===== src/shared/adcc_consts.svh =====
// constants for the converter bus controller
`ifndef ADCC_CONSTS_SVH
`define ADCC_CONSTS_SVH
`define ADCC_CLK_PERIOD_NS   4
`define ADCC_START_PULSE_NS  300
`define ADCC_START_CYC       ((`ADCC_START_PULSE_NS + `ADCC_CLK_PERIOD_NS - 1) / `ADCC_CLK_PERIOD_NS)
`define ADCC_CONV_START_NS   700
`define ADCC_CONV_START_CYC  (`ADCC_CONV_START_NS / `ADCC_CLK_PERIOD_NS)
`define ADCC_ACCESS_NS       250
`define ADCC_ACCESS_CYC      ((`ADCC_ACCESS_NS + `ADCC_CLK_PERIOD_NS - 1) / `ADCC_CLK_PERIOD_NS)
`define ADCC_FLOAT_NS        150
`define ADCC_FLOAT_CYC       ((`ADCC_FLOAT_NS + `ADCC_CLK_PERIOD_NS - 1) / `ADCC_CLK_PERIOD_NS)
`define ADCC_CONV_NS         10000
`define ADCC_CONV_CYC        ((`ADCC_CONV_NS + `ADCC_CLK_PERIOD_NS - 1) / `ADCC_CLK_PERIOD_NS)
`define ADCC_CNT_W           12
`endif


===== src/shared/adcc_pkg.sv =====
// types for the converter bus controller
package adcc_pkg;
    typedef enum logic [2:0] {
        ADCC_IDLE  = 3'h0,
        ADCC_START = 3'h1,
        ADCC_BUSY  = 3'h3,
        ADCC_SETUP = 3'h2,
        ADCC_READ  = 3'h6,
        ADCC_FLOAT = 3'h7
    } adcc_state_e;
endpackage


===== src/design/adcc_host.sv =====
// host controller that starts conversions on the converter and reads the result
`timescale 1ns/1ps
`include "adcc_consts.svh"

module adcc_host (
    input  wire logic       core_clk_i,
    input  wire logic       rst_i,
    input  wire logic       start_i,
    input  wire logic       continuous_i,
    input  wire logic       stop_i,
    input  wire logic       bipolar_i,
    input  wire logic       twos_comp_i,
    input  wire logic       status_i,
    input  wire logic [7:0] data_i,
    output logic            chip_enable_n_o,
    output logic            device_select_n_o,
    output logic            read_not_write_o,
    output logic            bipolar_select_o,
    output logic            coding_select_o,
    output logic            busy_o,
    output logic [7:0]      result_o,
    output logic            result_valid_o,
    output logic            timeout_o
);

    // ----------------------------------------
    // pin synchronisers
    // ----------------------------------------
    logic       status_m;
    logic       status_s;
    logic [7:0] data_m;
    logic [7:0] data_s;

    always_ff @(posedge core_clk_i) begin
        if (rst_i) begin
            status_m <= 1'b0;
            status_s <= 1'b0;
            data_m   <= 8'h00;
            data_s   <= 8'h00;
        end else begin
            status_m <= status_i;
            status_s <= status_m;
            data_m   <= data_i;
            data_s   <= data_m;
        end
    end

    // ----------------------------------------
    // shared decodes
    // ----------------------------------------
    // a start is taken only from idle and only while the device is quiet
    function automatic logic start_taken(input adcc_pkg::adcc_state_e st, input logic req, input logic dev_busy);
        return (st == adcc_pkg::ADCC_IDLE) && req && !dev_busy;
    endfunction

    // status never fell within one conversion plus the access time
    function automatic logic conv_overdue(input logic [`ADCC_CNT_W-1:0] count);
        return count >= `ADCC_CNT_W'(`ADCC_CONV_CYC + `ADCC_ACCESS_CYC);
    endfunction

    // read window covers the access time and the two synchroniser stages
    function automatic logic read_done(input logic [`ADCC_CNT_W-1:0] count);
        return count >= `ADCC_CNT_W'(`ADCC_ACCESS_CYC + 2);
    endfunction

    // ----------------------------------------
    // sequencer
    // ----------------------------------------
    adcc_pkg::adcc_state_e      state;
    logic [`ADCC_CNT_W-1:0]     cnt;
    logic                       cont;
    logic                       seen_busy;

    always_ff @(posedge core_clk_i) begin
        if (rst_i) begin
            state     <= adcc_pkg::ADCC_IDLE;
            cnt       <= '0;
            cont      <= 1'b0;
            seen_busy <= 1'b0;
        end else begin
            case (state)
                adcc_pkg::ADCC_IDLE: begin
                    cnt       <= '0;
                    seen_busy <= 1'b0;
                    if (start_taken(state, start_i, status_s)) begin
                        cont  <= continuous_i;
                        state <= adcc_pkg::ADCC_START;
                    end
                end
                adcc_pkg::ADCC_START: begin
                    // selects and rnw all low; count only the overlap
                    cnt <= cnt + 1'b1;
                    if (status_s) begin
                        seen_busy <= 1'b1;
                    end
                    if (cont) begin
                        // stay low: device converts back to back
                        if (stop_i && status_s) begin
                            cnt   <= '0;
                            state <= adcc_pkg::ADCC_BUSY;
                        end
                    end else if (cnt >= `ADCC_CNT_W'(`ADCC_START_CYC) &&
                                 (status_s || cnt >= `ADCC_CNT_W'(`ADCC_CONV_START_CYC))) begin
                        cnt   <= '0;
                        state <= adcc_pkg::ADCC_BUSY;
                    end
                end
                adcc_pkg::ADCC_BUSY: begin
                    cnt <= cnt + 1'b1;
                    if (status_s) begin
                        seen_busy <= 1'b1;
                    end
                    // wait for status to fall before reading
                    if ((seen_busy && !status_s) || conv_overdue(cnt)) begin
                        cnt   <= '0;
                        state <= adcc_pkg::ADCC_SETUP;
                    end
                end
                adcc_pkg::ADCC_SETUP: begin
                    // selects high, rnw high before selects fall
                    cnt   <= '0;
                    state <= adcc_pkg::ADCC_READ;
                end
                adcc_pkg::ADCC_READ: begin
                    cnt <= cnt + 1'b1;
                    if (read_done(cnt)) begin
                        cnt   <= '0;
                        state <= adcc_pkg::ADCC_FLOAT;
                    end
                end
                adcc_pkg::ADCC_FLOAT: begin
                    cnt <= cnt + 1'b1;
                    if (cnt >= `ADCC_CNT_W'(`ADCC_FLOAT_CYC)) begin
                        state <= adcc_pkg::ADCC_IDLE;
                    end
                end
                default: begin
                    state <= adcc_pkg::ADCC_IDLE;
                end
            endcase
        end
    end

    // ----------------------------------------
    // pins
    // ----------------------------------------
    always_ff @(posedge core_clk_i) begin
        if (rst_i) begin
            chip_enable_n_o   <= 1'b1;
            device_select_n_o <= 1'b1;
            read_not_write_o  <= 1'b1;
        end else begin
            case (state)
                adcc_pkg::ADCC_START: begin
                    chip_enable_n_o   <= 1'b0;
                    device_select_n_o <= 1'b0;
                    read_not_write_o  <= 1'b0;
                end
                adcc_pkg::ADCC_READ: begin
                    chip_enable_n_o   <= 1'b0;
                    device_select_n_o <= 1'b0;
                    read_not_write_o  <= 1'b1;
                end
                default: begin
                    chip_enable_n_o   <= 1'b1;
                    device_select_n_o <= 1'b1;
                    read_not_write_o  <= 1'b1;
                end
            endcase
        end
    end

    always_ff @(posedge core_clk_i) begin
        if (rst_i) begin
            bipolar_select_o <= 1'b0;
            coding_select_o  <= 1'b0;
        end else if (start_taken(state, start_i, status_s)) begin
            bipolar_select_o <= bipolar_i;
            coding_select_o  <= twos_comp_i;
        end
    end

    // ----------------------------------------
    // result capture
    // ----------------------------------------
    always_ff @(posedge core_clk_i) begin
        if (rst_i) begin
            result_o       <= 8'h00;
            result_valid_o <= 1'b0;
            busy_o         <= 1'b0;
            timeout_o      <= 1'b0;
        end else begin
            busy_o         <= (state != adcc_pkg::ADCC_IDLE);
            result_valid_o <= 1'b0;
            if (start_taken(state, start_i, status_s)) begin
                timeout_o <= 1'b0;
            end
            if (state == adcc_pkg::ADCC_BUSY && conv_overdue(cnt) && !(seen_busy && !status_s)) begin
                timeout_o <= 1'b1;
            end
            // sample at the end of the read, once the access time and both synchroniser stages have passed
            if (state == adcc_pkg::ADCC_READ && read_done(cnt)) begin
                result_o       <= data_s;
                result_valid_o <= 1'b1;
            end
        end
    end

endmodule


===== config.mk =====
export PLATFORM = sky130hd
export DESIGN_NAME = adcc_host
export DESIGN_NICKNAME = d
export VERILOG_FILES = /design/src/shared/adcc_pkg.sv /design/src/design/adcc_host.sv
export VERILOG_INCLUDE_DIRS = /design/src /design/src/shared
export SDC_FILE = /design/constraint.sdc
export NUM_CORES = 1
export LEC_CHECK = 0
export BUFFER_PORTS_ARGS = -buffer_cell sky130_fd_sc_hd__buf_2
export CAP_MARGIN = 25
export CORE_UTILIZATION = 40
export DETAILED_ROUTE_END_ITERATION = 6
export PLACE_DENSITY = 0.57
export SLEW_MARGIN = 25
export SYNTH_ARGS = -nofsm -noshare
export SYNTH_HDL_FRONTEND = slang
export SYNTH_SLANG_ARGS = --single-unit

===== constraint.sdc =====
create_clock -name core_clk_i -period 2.5 [get_ports core_clk_i]
set_input_delay 0.375 -clock core_clk_i [delete_from_list [all_inputs] [get_ports core_clk_i]]
set_output_delay 0.375 -clock core_clk_i [all_outputs]
set_load 0.1 [all_outputs]

==> results of run 1 <==
-- through the flow --
step / instance area (µm²) / hold WS [ns] / total power [mW] / util, % / std cells
6_report: 2540 / 0.269 / 2.11 / 46.1 / 327
5_1_grt: 2540 / 0.259 / 2.23 / 46.1 / 327
4_1_cts: 2540 / 0.258 / 2.12 / 46.1 / 327
3_5_place_dp: 2440 / 0.427 / 1.63 / 44.4 / 319
3_3_place_gp: 2440 / 0.418 / 1.63 / 44.4 / 319
2_1_floorplan: 2270 / 0.414 / 1.54 / - / 228
-- routing by layer --
| metal | GRT usage, % | vias to the layer above | part of all wire [%] |
|---|---|---|---|
| li1 | - | 844 | - |
| met1 | 20.1 | 775 | 49 |
| met2 | 24.1 | 33 | 46 |
| met3 | 4.59 | 2 | 3.9 |
| met4 | 5.09 | 0 | 0.56 |
| met5 | 0 | - | 0 |
-- registers in the layout, summed over array words and instances (netlist names), 3 cells and up --
signal	flops
cnt	12
result_o	8
data_m	8
state	3
data_s	8
-- final cells by class --
type                            count  area (µm²)  area share [%]
Timing Repair Buffer               35         185            7.29
Multi-Input combinational cell    156        1140            45.0
Sequential cell                    50        1000            39.4
Clock buffer                        5        68.8            2.71
Clock inverter                      3        28.8            1.13
Tap cell                           72        90.1            3.55
Inverter                            6        22.5           0.887
-- critical path: stages, from the launching register on --
cell	delay [ns]
dfxtp_1	0.41
ha_1	0.28
nand4_1	0.11
a21boi_0	0.42
o32ai_4	0.18
or4_1	0.52
a21oi_1	0.14
-- path summary, 6_finish.rpt --
| check | startpoint | to | slack [ns] |
|---|---|---|---|
| max | cnt[0]$_SDFFE_PP0P_ | state[1]$_SDFFE_PP0P_ | 0.38 |
| min | data_i[5] | data_m[5]$_SDFF_PP0_ | 0.27 |
| max reg2reg | cnt[0]$_SDFFE_PP0P_ | state[1]$_SDFFE_PP0P_ | 0.38 |
| min reg2reg | data_m[2]$_SDFF_PP0_ | data_s[2]$_SDFF_PP0_ | 0.44 |
-- power by group through the flow --
| stage | Combinational (mW) | Clock [mW] | Sequential [mW] |
|---|---|---|---|
| floorplan | 0.486 | 0 | 1.05 |
| global placement | 0.691 | 0 | 0.941 |
| detailed placement | 0.687 | 0 | 0.941 |
| CTS | 0.692 | 0.509 | 0.923 |
| global route | 0.745 | 0.554 | 0.935 |
| finish | 0.689 | 0.494 | 0.922 |
-- layout by cell type (no fill, tap or decap), types with 4 or more instances in the layout --
master    netlist  final
dfxtp_1        50     50
xnor2_1         8      8
o21ai_0         6      6
inv_1           6      6
clkbuf_8        0      5
buf_2           1     31
mux2i_1        11     11
a21oi_1         6      6
nand2b_1        5      5
nor3_1          6      6
ha_1            4      4
nand4_1         4      4
buf_4           4      4
nand2_1        10     10
a211oi_2       10     10
nor2b_1        19     19
nor2_1         22     22
-- kinds of logic after synthesis --
group | count (synthesis)
AND/OR/NAND/NOR | 87
flip-flops | 50
multiplexers | 11
AO/OA/AOI/OAI | 43
adder cells (fa/ha/maj) | 4
XOR/XNOR | 11
buffers and inverters | 22
-- cells in the mapped netlist, drive strengths merged (2+ instances only) --
cell type	count	area share [%]
xnor2	8	3.1
o211ai	2	0.66
o31ai	3	1.6
nand2	10	1.7
inv	6	0.99
nand2b	5	1.4
nor2	22	3.6
nor3	6	1.3
a211oi	12	6.2
o21ai	7	1.7
dfxtp	50	44
or4	2	0.83
o31a	2	1.2
ha	4	2.2
and4	2	0.83
a22oi	2	0.88
nand4	4	1.1
mux2i	11	4.8
and2	3	0.83
a21oi	6	1.3
clkbuf	6	0.99
and3	2	0.55
nor2b	19	5.2
nand3	3	0.66
buf	10	3.7
xor2	3	1.2
==> results.yml, run 1 <==
status:
  outcome: "completed"
power:
  p_leak_nw: 0.967
  combPwrFrac_pct: 32.7
  p_clk_share_pct: 23.5
  ir_drop_v: 0.000407
  seq_power_share_pct: 43.8
  power.switching_uw: 803
  power_density_nw_per_um2: 829
  swShare_pct: 38.1
  p_int_mw: 1.30
placed_design:
  dpl_worst_slack_ns: 0.407
  gp_congestion: 0.780
  port_buffers: 31
  dp_hpwl_mm: 3.00
die:
  std_cell_rows: 27
  die_w_um: 77.4
  die_h_um: 77.4
  start_util_pct: 41.3
  io_pins: 32
  core_um2: 5510
  die_area_um2: 5990
min_path:
  hold_path_class: "input pin to register"
  min_path_cells: 2
clock_tree:
  cts_resized: 0
  tritoncts: "done"
  htreeDepth: 2
  clock_latency_ns: 0.30
  ctsHoldBuffers: 0
  numCtsBuffers: 5
  clockBufferDepth: 2
  post_cts_buffers: 0
  clkTransAtPathRegs_ns: 0.10
  cts.sinks: 50
  root_buffer: "clkbuf_8"
timing:
  fin_setup_tns_ns: 0
  fin_crit_sh_pct: 84.8
  setup-violations-final: 0
  rsz0062_at_grt: "false"
  tightest_slew_ns: 0.651
  clock_skew_ns: 0.00685
  fin_crit_ns: 2.12
  finalHoldViolCount: 0
  fmax_ghz: 0.472
  worst_slew_margin_rel_pct: 56.6
  layout_setup_ws_ns: 0.380
  drv_slew: 0
logic_synthesis:
  synth_mux_area_share_pct: 4.84
  synth.avg_cell_area_um2: 9.97
  synth_compound_area_share_pct: 17.7
  synth_cell_types: 54
  synthArstFlopShare_pct: 0
  syn-cell-area_um2: 2270
  postSynthCellCount: 228
  synth-simple-area-share_pct: 21.4
  synth-xor-area-share_pct: 4.24
  synthAdderAreaFrac_pct: 2.20
  yosysSeqAreaShare_pct: 44.0
  synth_ff_type: "dfxtp_1"
  yosys_warnings: 0
  synth_top_family_by_area: "simple AND/OR/NAND/NOR gates"
  synth_nets: 248
  ys_ff_latch: 50
  synth_edf_count: 0
worst_setup_path:
  cp-start-kind: "register"
  cp_max_fo: 6
  reg2reg_depth: 6
  critPathKind: "register to register"
  cp.arrival_ns: 2.36
  required_ns: 2.74
  critPathCaptureType: "register"
global_routing:
  grt_pass1_vias: 1498
  grt_use_total_pct: 15.4
  grt_pass1_wl_mm: 7.20
  antenna_found_initial: 0
  grt_overflow: 0
  grt_max_degree: 30
drt:
  ant_nets: 0
  routedWlPerCell_um: 13.0
  drc: 0
  wirelength_mm: 4.27
  avgViaCountPerCell: 5.06
  vias: 1654
  first_pass_iters: 4
  drt_iter0_drc: 69
cells_and_area:
  nFillCells: 521
  drive_above_1_share_pct: 24.7
  area_growth_pct: 11.7
  nNetsFinal: 274
  diodes: 0
run:
  drv_cap: 0
Note: power is estimated with default switching activity, not from simulation.
==> run 2: changes to the inputs <==
clock period = 2.15 ns   (was 2.5 ns; I/O delays follow)
==> run 2 against run 1 <==
Setup slack lost 0.23 ns; sequential share of layout area fell by 1.5 points; sequential power is 14% higher; worst hold slack worse by 0.050 ns; final area rose by 3.9%; flip-flop and latch count stayed put; first-iteration DRC count down 19%; cell count up 1.8%; critical path type unchanged; via count increased by 1.2%; clock power up 40%; combinational power grew 32%.
==> results.yml, run 2 (synthesis gave the netlist of run 1 again) <==
status:
  outcome: "completed"
worst_setup_path:
  required_ns: 2.39
  cp-start-kind: "register"
  cp_max_fo: 6
  critPathKind: "register to register"
  critPathCaptureType: "register"
  cp.arrival_ns: 2.24
die:
  start_util_pct: 41.3
  die_area_um2: 5990
  io_pins: 32
  core_um2: 5510
  die_h_um: 77.4
  die_w_um: 77.4
  std_cell_rows: 27
cells_and_area:
  layout_common_cells: "50 x dfxtp_1, 31 x buf_2, 22 x nor2_1, 19 x nor2b_1, 11 x mux2i_1"
  nNetsFinal: 280
  largest_reg_flops: 12
  area_growth_pct: 16.1
  final_common_cell: "dfxtp_1"
  drive_above_1_share_pct: 27.2
  design_area_um2: 2640
  diodes: 0
  fin_cells: 333
  regMostFlops: "cnt"
  final_util_pct: 47.9
global_routing:
  grt_overflow: 0
  grt_max_degree: 28
  grt_use_total_pct: 16.3
  grt_pass1_vias: 1603
  antenna_found_initial: 0
  grt_pass1_wl_mm: 7.60
timing:
  finalHoldViolCount: 0
  layout_setup_ws_ns: 0.148
  clock_skew_ns: 0.0105
  setup-violations-final: 0
  tightest_slew_ns: 0.539
  hold_ws_ns: 0.219
  fin_crit_sh_pct: 93.1
  fin_setup_tns_ns: 0
  worst_slew_margin_rel_pct: 64.1
  drv_slew: 0
  fin_crit_ns: 2.00
  fmax_ghz: 0.500
clock_tree:
  clkTransAtPathRegs_ns: 0.10
  cts.sinks: 50
  clock_latency_ns: 0.30
  post_cts_buffers: 0
  root_buffer: "clkbuf_8"
  clockBufferDepth: 2
  numCtsBuffers: 5
  tritoncts: "done"
  htreeDepth: 2
power:
  power_density_nw_per_um2: 1010
  ir_drop_v: 0.000412
  fin_total_pwr_mw: 2.65
  p_leak_nw: 1.01
placed_design:
  dpl_cell_area_um2: 2510
  port_buffers: 31
  place_inst: 325
  dpl_worst_slack_ns: 0.0699
  dp_hpwl_mm: 3.10
  gp_congestion: 0.829
drt:
  vias: 1674
  routedWlPerCell_um: 13.3
  first_pass_iters: 4
  drc: 0
  drt_iter0_drc: 56
  avgViaCountPerCell: 5.03
  ant_nets: 0
  wirelength_mm: 4.43
run:
  drv_cap: 0
min_path:
  hold_path_class: "input pin to register"
## run 2: area by class of cell
type | instances | area, µm²
tap | 72 | 90.1
multi-input combinational | 156 | 1150
clock buffer | 5 | 68.8
clock inverter | 3 | 47.5
timing repair buffer | 41 | 255
inverter | 6 | 22.5
sequential | 50 | 1000
fill | 523 | 2870
## run 2: worst paths after layout
check | from | end | slack, ns | cells past startpoint
hold / removal | data_i[4] | data_m[4]$_SDFF_PP0_ | 0.22 | 2
setup reg to reg | cnt[0]$_SDFFE_PP0P_ | state[1]$_SDFFE_PP0P_ | 0.15 | 6
hold reg to reg | data_m[2]$_SDFF_PP0_ | data_s[2]$_SDFF_PP0_ | 0.43 | 1
setup / recovery | cnt[0]$_SDFFE_PP0P_ | state[1]$_SDFFE_PP0P_ | 0.15 | 6
## run 2: critical path: stages, from the launching register on
cell	delay (ns)
dfxtp_1	0.43
ha_2	0.26
o211ai_1	0.13
a41oi_2	0.34
o32ai_4	0.15
or4_1	0.51
a21oi_1	0.12
## run 2: what timing repair did
action,CTS,global route
endpoints found under the setup margin,0,13
endpoints found under the hold margin,0,0
hold buffers,0,0
resized for setup,0,2
## run 2: report_power, final
part | switching [mW] | total (mW) | internal, mW
Clock | 0.337 | 0.693 | 0.355
Sequential | 0.0546 | 1.05 | 0.999
Combinational | 0.568 | 0.907 | 0.339
Total | 0.960 | 2.65 | 1.69
## run 2: metal layers
metal / share of wire (%) / vias to the layer above / track usage (%)
met5: 0 / - / 0
met4: 1.6 / 0 / 7.92
met3: 2.6 / 6 / 4.12
met2: 46 / 23 / 25.1
met1: 50 / 784 / 21.2
li1: - / 861 / -
==> run 3: changes to the inputs <==
CORE_ASPECT_RATIO = 1.5   (was not set)
==> run 3 against run 2 <==
First-iteration DRC count decreased by 11%; cell count unchanged; sequential power about the same; fmax increased by 0.59%; largest cell class unchanged; largest power group unchanged; highest routed layer unchanged.
==> results.yml, run 3 (synthesis gave the netlist of run 1 again) <==
power:
  seq_power_share_pct: 41.6
  power.switching_uw: 962
  p_clk_share_pct: 22.7
  swShare_pct: 37.9
  p_leak_nw: 1.01
  ir_drop_v: 0.000559
  p_int_mw: 1.57
  combPwrFrac_pct: 35.7
  power_density_nw_per_um2: 972
die:
  die_h_um: 94.3
  start_util_pct: 41.7
  die_area_um2: 6000
  io_pins: 32
  std_cell_rows: 33
  die_w_um: 63.6
  core_um2: 5450
placed_design:
  gp_congestion: 0.838
  dp_hpwl_mm: 3.26
  port_buffers: 31
  dpl_cell_area_um2: 2510
cells_and_area:
  nNetsFinal: 282
  largest_reg_flops: 12
  diodes: 0
  regMostFlops: "cnt"
  final_common_cell: "dfxtp_1"
  area_growth_pct: 14.7
  final_util_pct: 47.9
  drive_above_1_share_pct: 28.1
  layout_common_cells: "48 x dfxtp_1, 31 x buf_2, 22 x nor2_1, 19 x nor2b_1"
  design_area_um2: 2610
timing:
  setup-violations-final: 0
  drv_slew: 0
  clock_skew_ns: 0.00324
  tightest_slew_ns: 0.511
  fmax_ghz: 0.503
  rsz0062_at_grt: "false"
  fin_setup_tns_ns: 0
  fin_crit_ns: 1.99
  worst_slew_margin_rel_pct: 65.9
  fin_crit_sh_pct: 92.6
  finalHoldViolCount: 0
worst_setup_path:
  crit_family: "compound AO/OA/AOI/OAI gates"
  crit_buf_inv: 1
  crit_chain: "or4_4 -> o31a_4 -> o21ai_2 -> a22oi_2 -> buf_12 -> a211oi_1"
  cp_slowest_cell: "or4_4"
  reg2reg_depth: 6
  rrSetupSlack_ns: 0.16
  critPathCaptureType: "register"
  cp.arrival_ns: 2.20
  cp-start-kind: "register"
  cp_max_fo: 12
  r2r-end: "cnt[5]$_SDFFE_PP0P_"
  critPathMaxStageDelay_ns: 0.52
  r2r-start: "cnt[3]$_SDFFE_PP0P_"
  critPathKind: "register to register"
  required_ns: 2.36
drt:
  vias: 1659
  first_pass_iters: 4
  drc: 0
  drt_iter0_drc: 50
  ant_nets: 0
  wirelength_mm: 4.52
  routedWlPerCell_um: 13.6
  avgViaCountPerCell: 4.98
run:
  drv_cap: 0
global_routing:
  grt_use_total_pct: 16.9
  grt_pass1_wl_mm: 7.87
  grt_pass1_vias: 1716
  grt_overflow: 0
  grt_max_degree: 43
  antenna_found_initial: 0
clock_tree:
  root_buffer: "clkbuf_8"
  clock_latency_ns: 0.30
  tritoncts: "done"
  clkTransAtPathRegs_ns: 0.10
  numCtsBuffers: 5
  clockBufferDepth: 2
  post_cts_buffers: 0
  cts.sinks: 50
  htreeDepth: 2
  ctsHoldBuffers: 0
status:
  outcome: "completed"
min_path:
  hold_start: "data_i[2]"
  min_to: "data_m[2]$_SDFF_PP0_"
  hold_path_class: "input pin to register"
  min_path_cells: 2
run 3: changes by cell type in the layout (fill, tap and decap cells not counted):
| cell | before | now |
|---|---|---|
| a41oi_2 | 1 | 0 |
| a41oi_1 | 0 | 1 |
| dfxtp_1 | 50 | 48 |
| dfxtp_2 | 0 | 2 |
| clkinv_2 | 0 | 1 |
| buf_4 | 8 | 11 |
| bufinv_16 | 1 | 0 |
| buf_12 | 2 | 1 |
run 3: worst register-to-register path: cells and delay by family, from the launching register on:
family                 cells  cell delay, ns
flip-flops                 1            0.38
buffers and inverters      1            0.17
AO/OA/AOI/OAI              4            0.83
AND/OR/NAND/NOR            1            0.52
run 3: final cells by class:
cell class,instances,area (µm²)
Fill cell,579,2840
Multi-Input combinational cell,156,1150
Sequential cell,50,1000
Timing Repair Buffer,43,258
Tap cell,70,87.6
Clock buffer,5,68.8
Clock inverter,3,22.5
Inverter,6,22.5
run 3: power by group through the flow:
stage / sequential, mW / combinational, mW / clock [mW]
2_1_floorplan: 1.23 / 0.565 / 0
3_3_place_gp: 1.07 / 0.906 / 0
3_5_place_dp: 1.07 / 0.913 / 0
4_1_cts: 1.05 / 0.916 / 0.599
5_1_grt: 1.07 / 0.977 / 0.639
6_report: 1.05 / 0.906 / 0.576
run 3: worst max path at each step:
stage                              from                    end  slack (ns)  depth (start not counted)
finish              cnt[3]$_SDFFE_PP0P_    cnt[5]$_SDFFE_PP0P_        0.16                          6
global route        cnt[0]$_SDFFE_PP0P_  state[1]$_SDFFE_PP0P_        0.02                          7
CTS                 cnt[0]$_SDFFE_PP0P_  state[1]$_SDFFE_PP0P_        0.06                          7
detailed placement  cnt[0]$_SDFFE_PP0P_  state[1]$_SDFFE_PP0P_        0.09                          7
global placement    cnt[0]$_SDFFE_PP0P_  state[1]$_SDFFE_PP0P_        0.09                          7
floorplan           cnt[0]$_SDFFE_PP0P_  state[1]$_SDFFE_PP0P_        0.22                          6
run 3: metrics by stage:
stage | total power, mW | setup slack [ns] | cells | hold WS [ns]
after detailed placement | 1.99 | 0.0906 | 325 | 0.422
after CTS | 2.57 | 0.0645 | 333 | 0.209
after global routing | 2.68 | 0.0187 | 333 | 0.214
after floorplan | 1.79 | 0.223 | 228 | 0.414
final | 2.54 | 0.160 | 333 | 0.217
after global placement | 1.98 | 0.0910 | 325 | 0.417
run 3: routing by layer:
layer | global-route usage (%) | vias to the layer above | wire [µm]
met3 | 3.50 | 7 | 160
met4 | 6.82 | 0 | 76
met1 | 18.4 | 763 | 2030
met2 | 31.2 | 32 | 2260
li1 | - | 857 | -
met5 | 0 | - | 0
run 3: timing repair:
action,CTS,global route
hold endpoints to repair,0,0
resized for setup,0,3
setup endpoints to repair,0,3
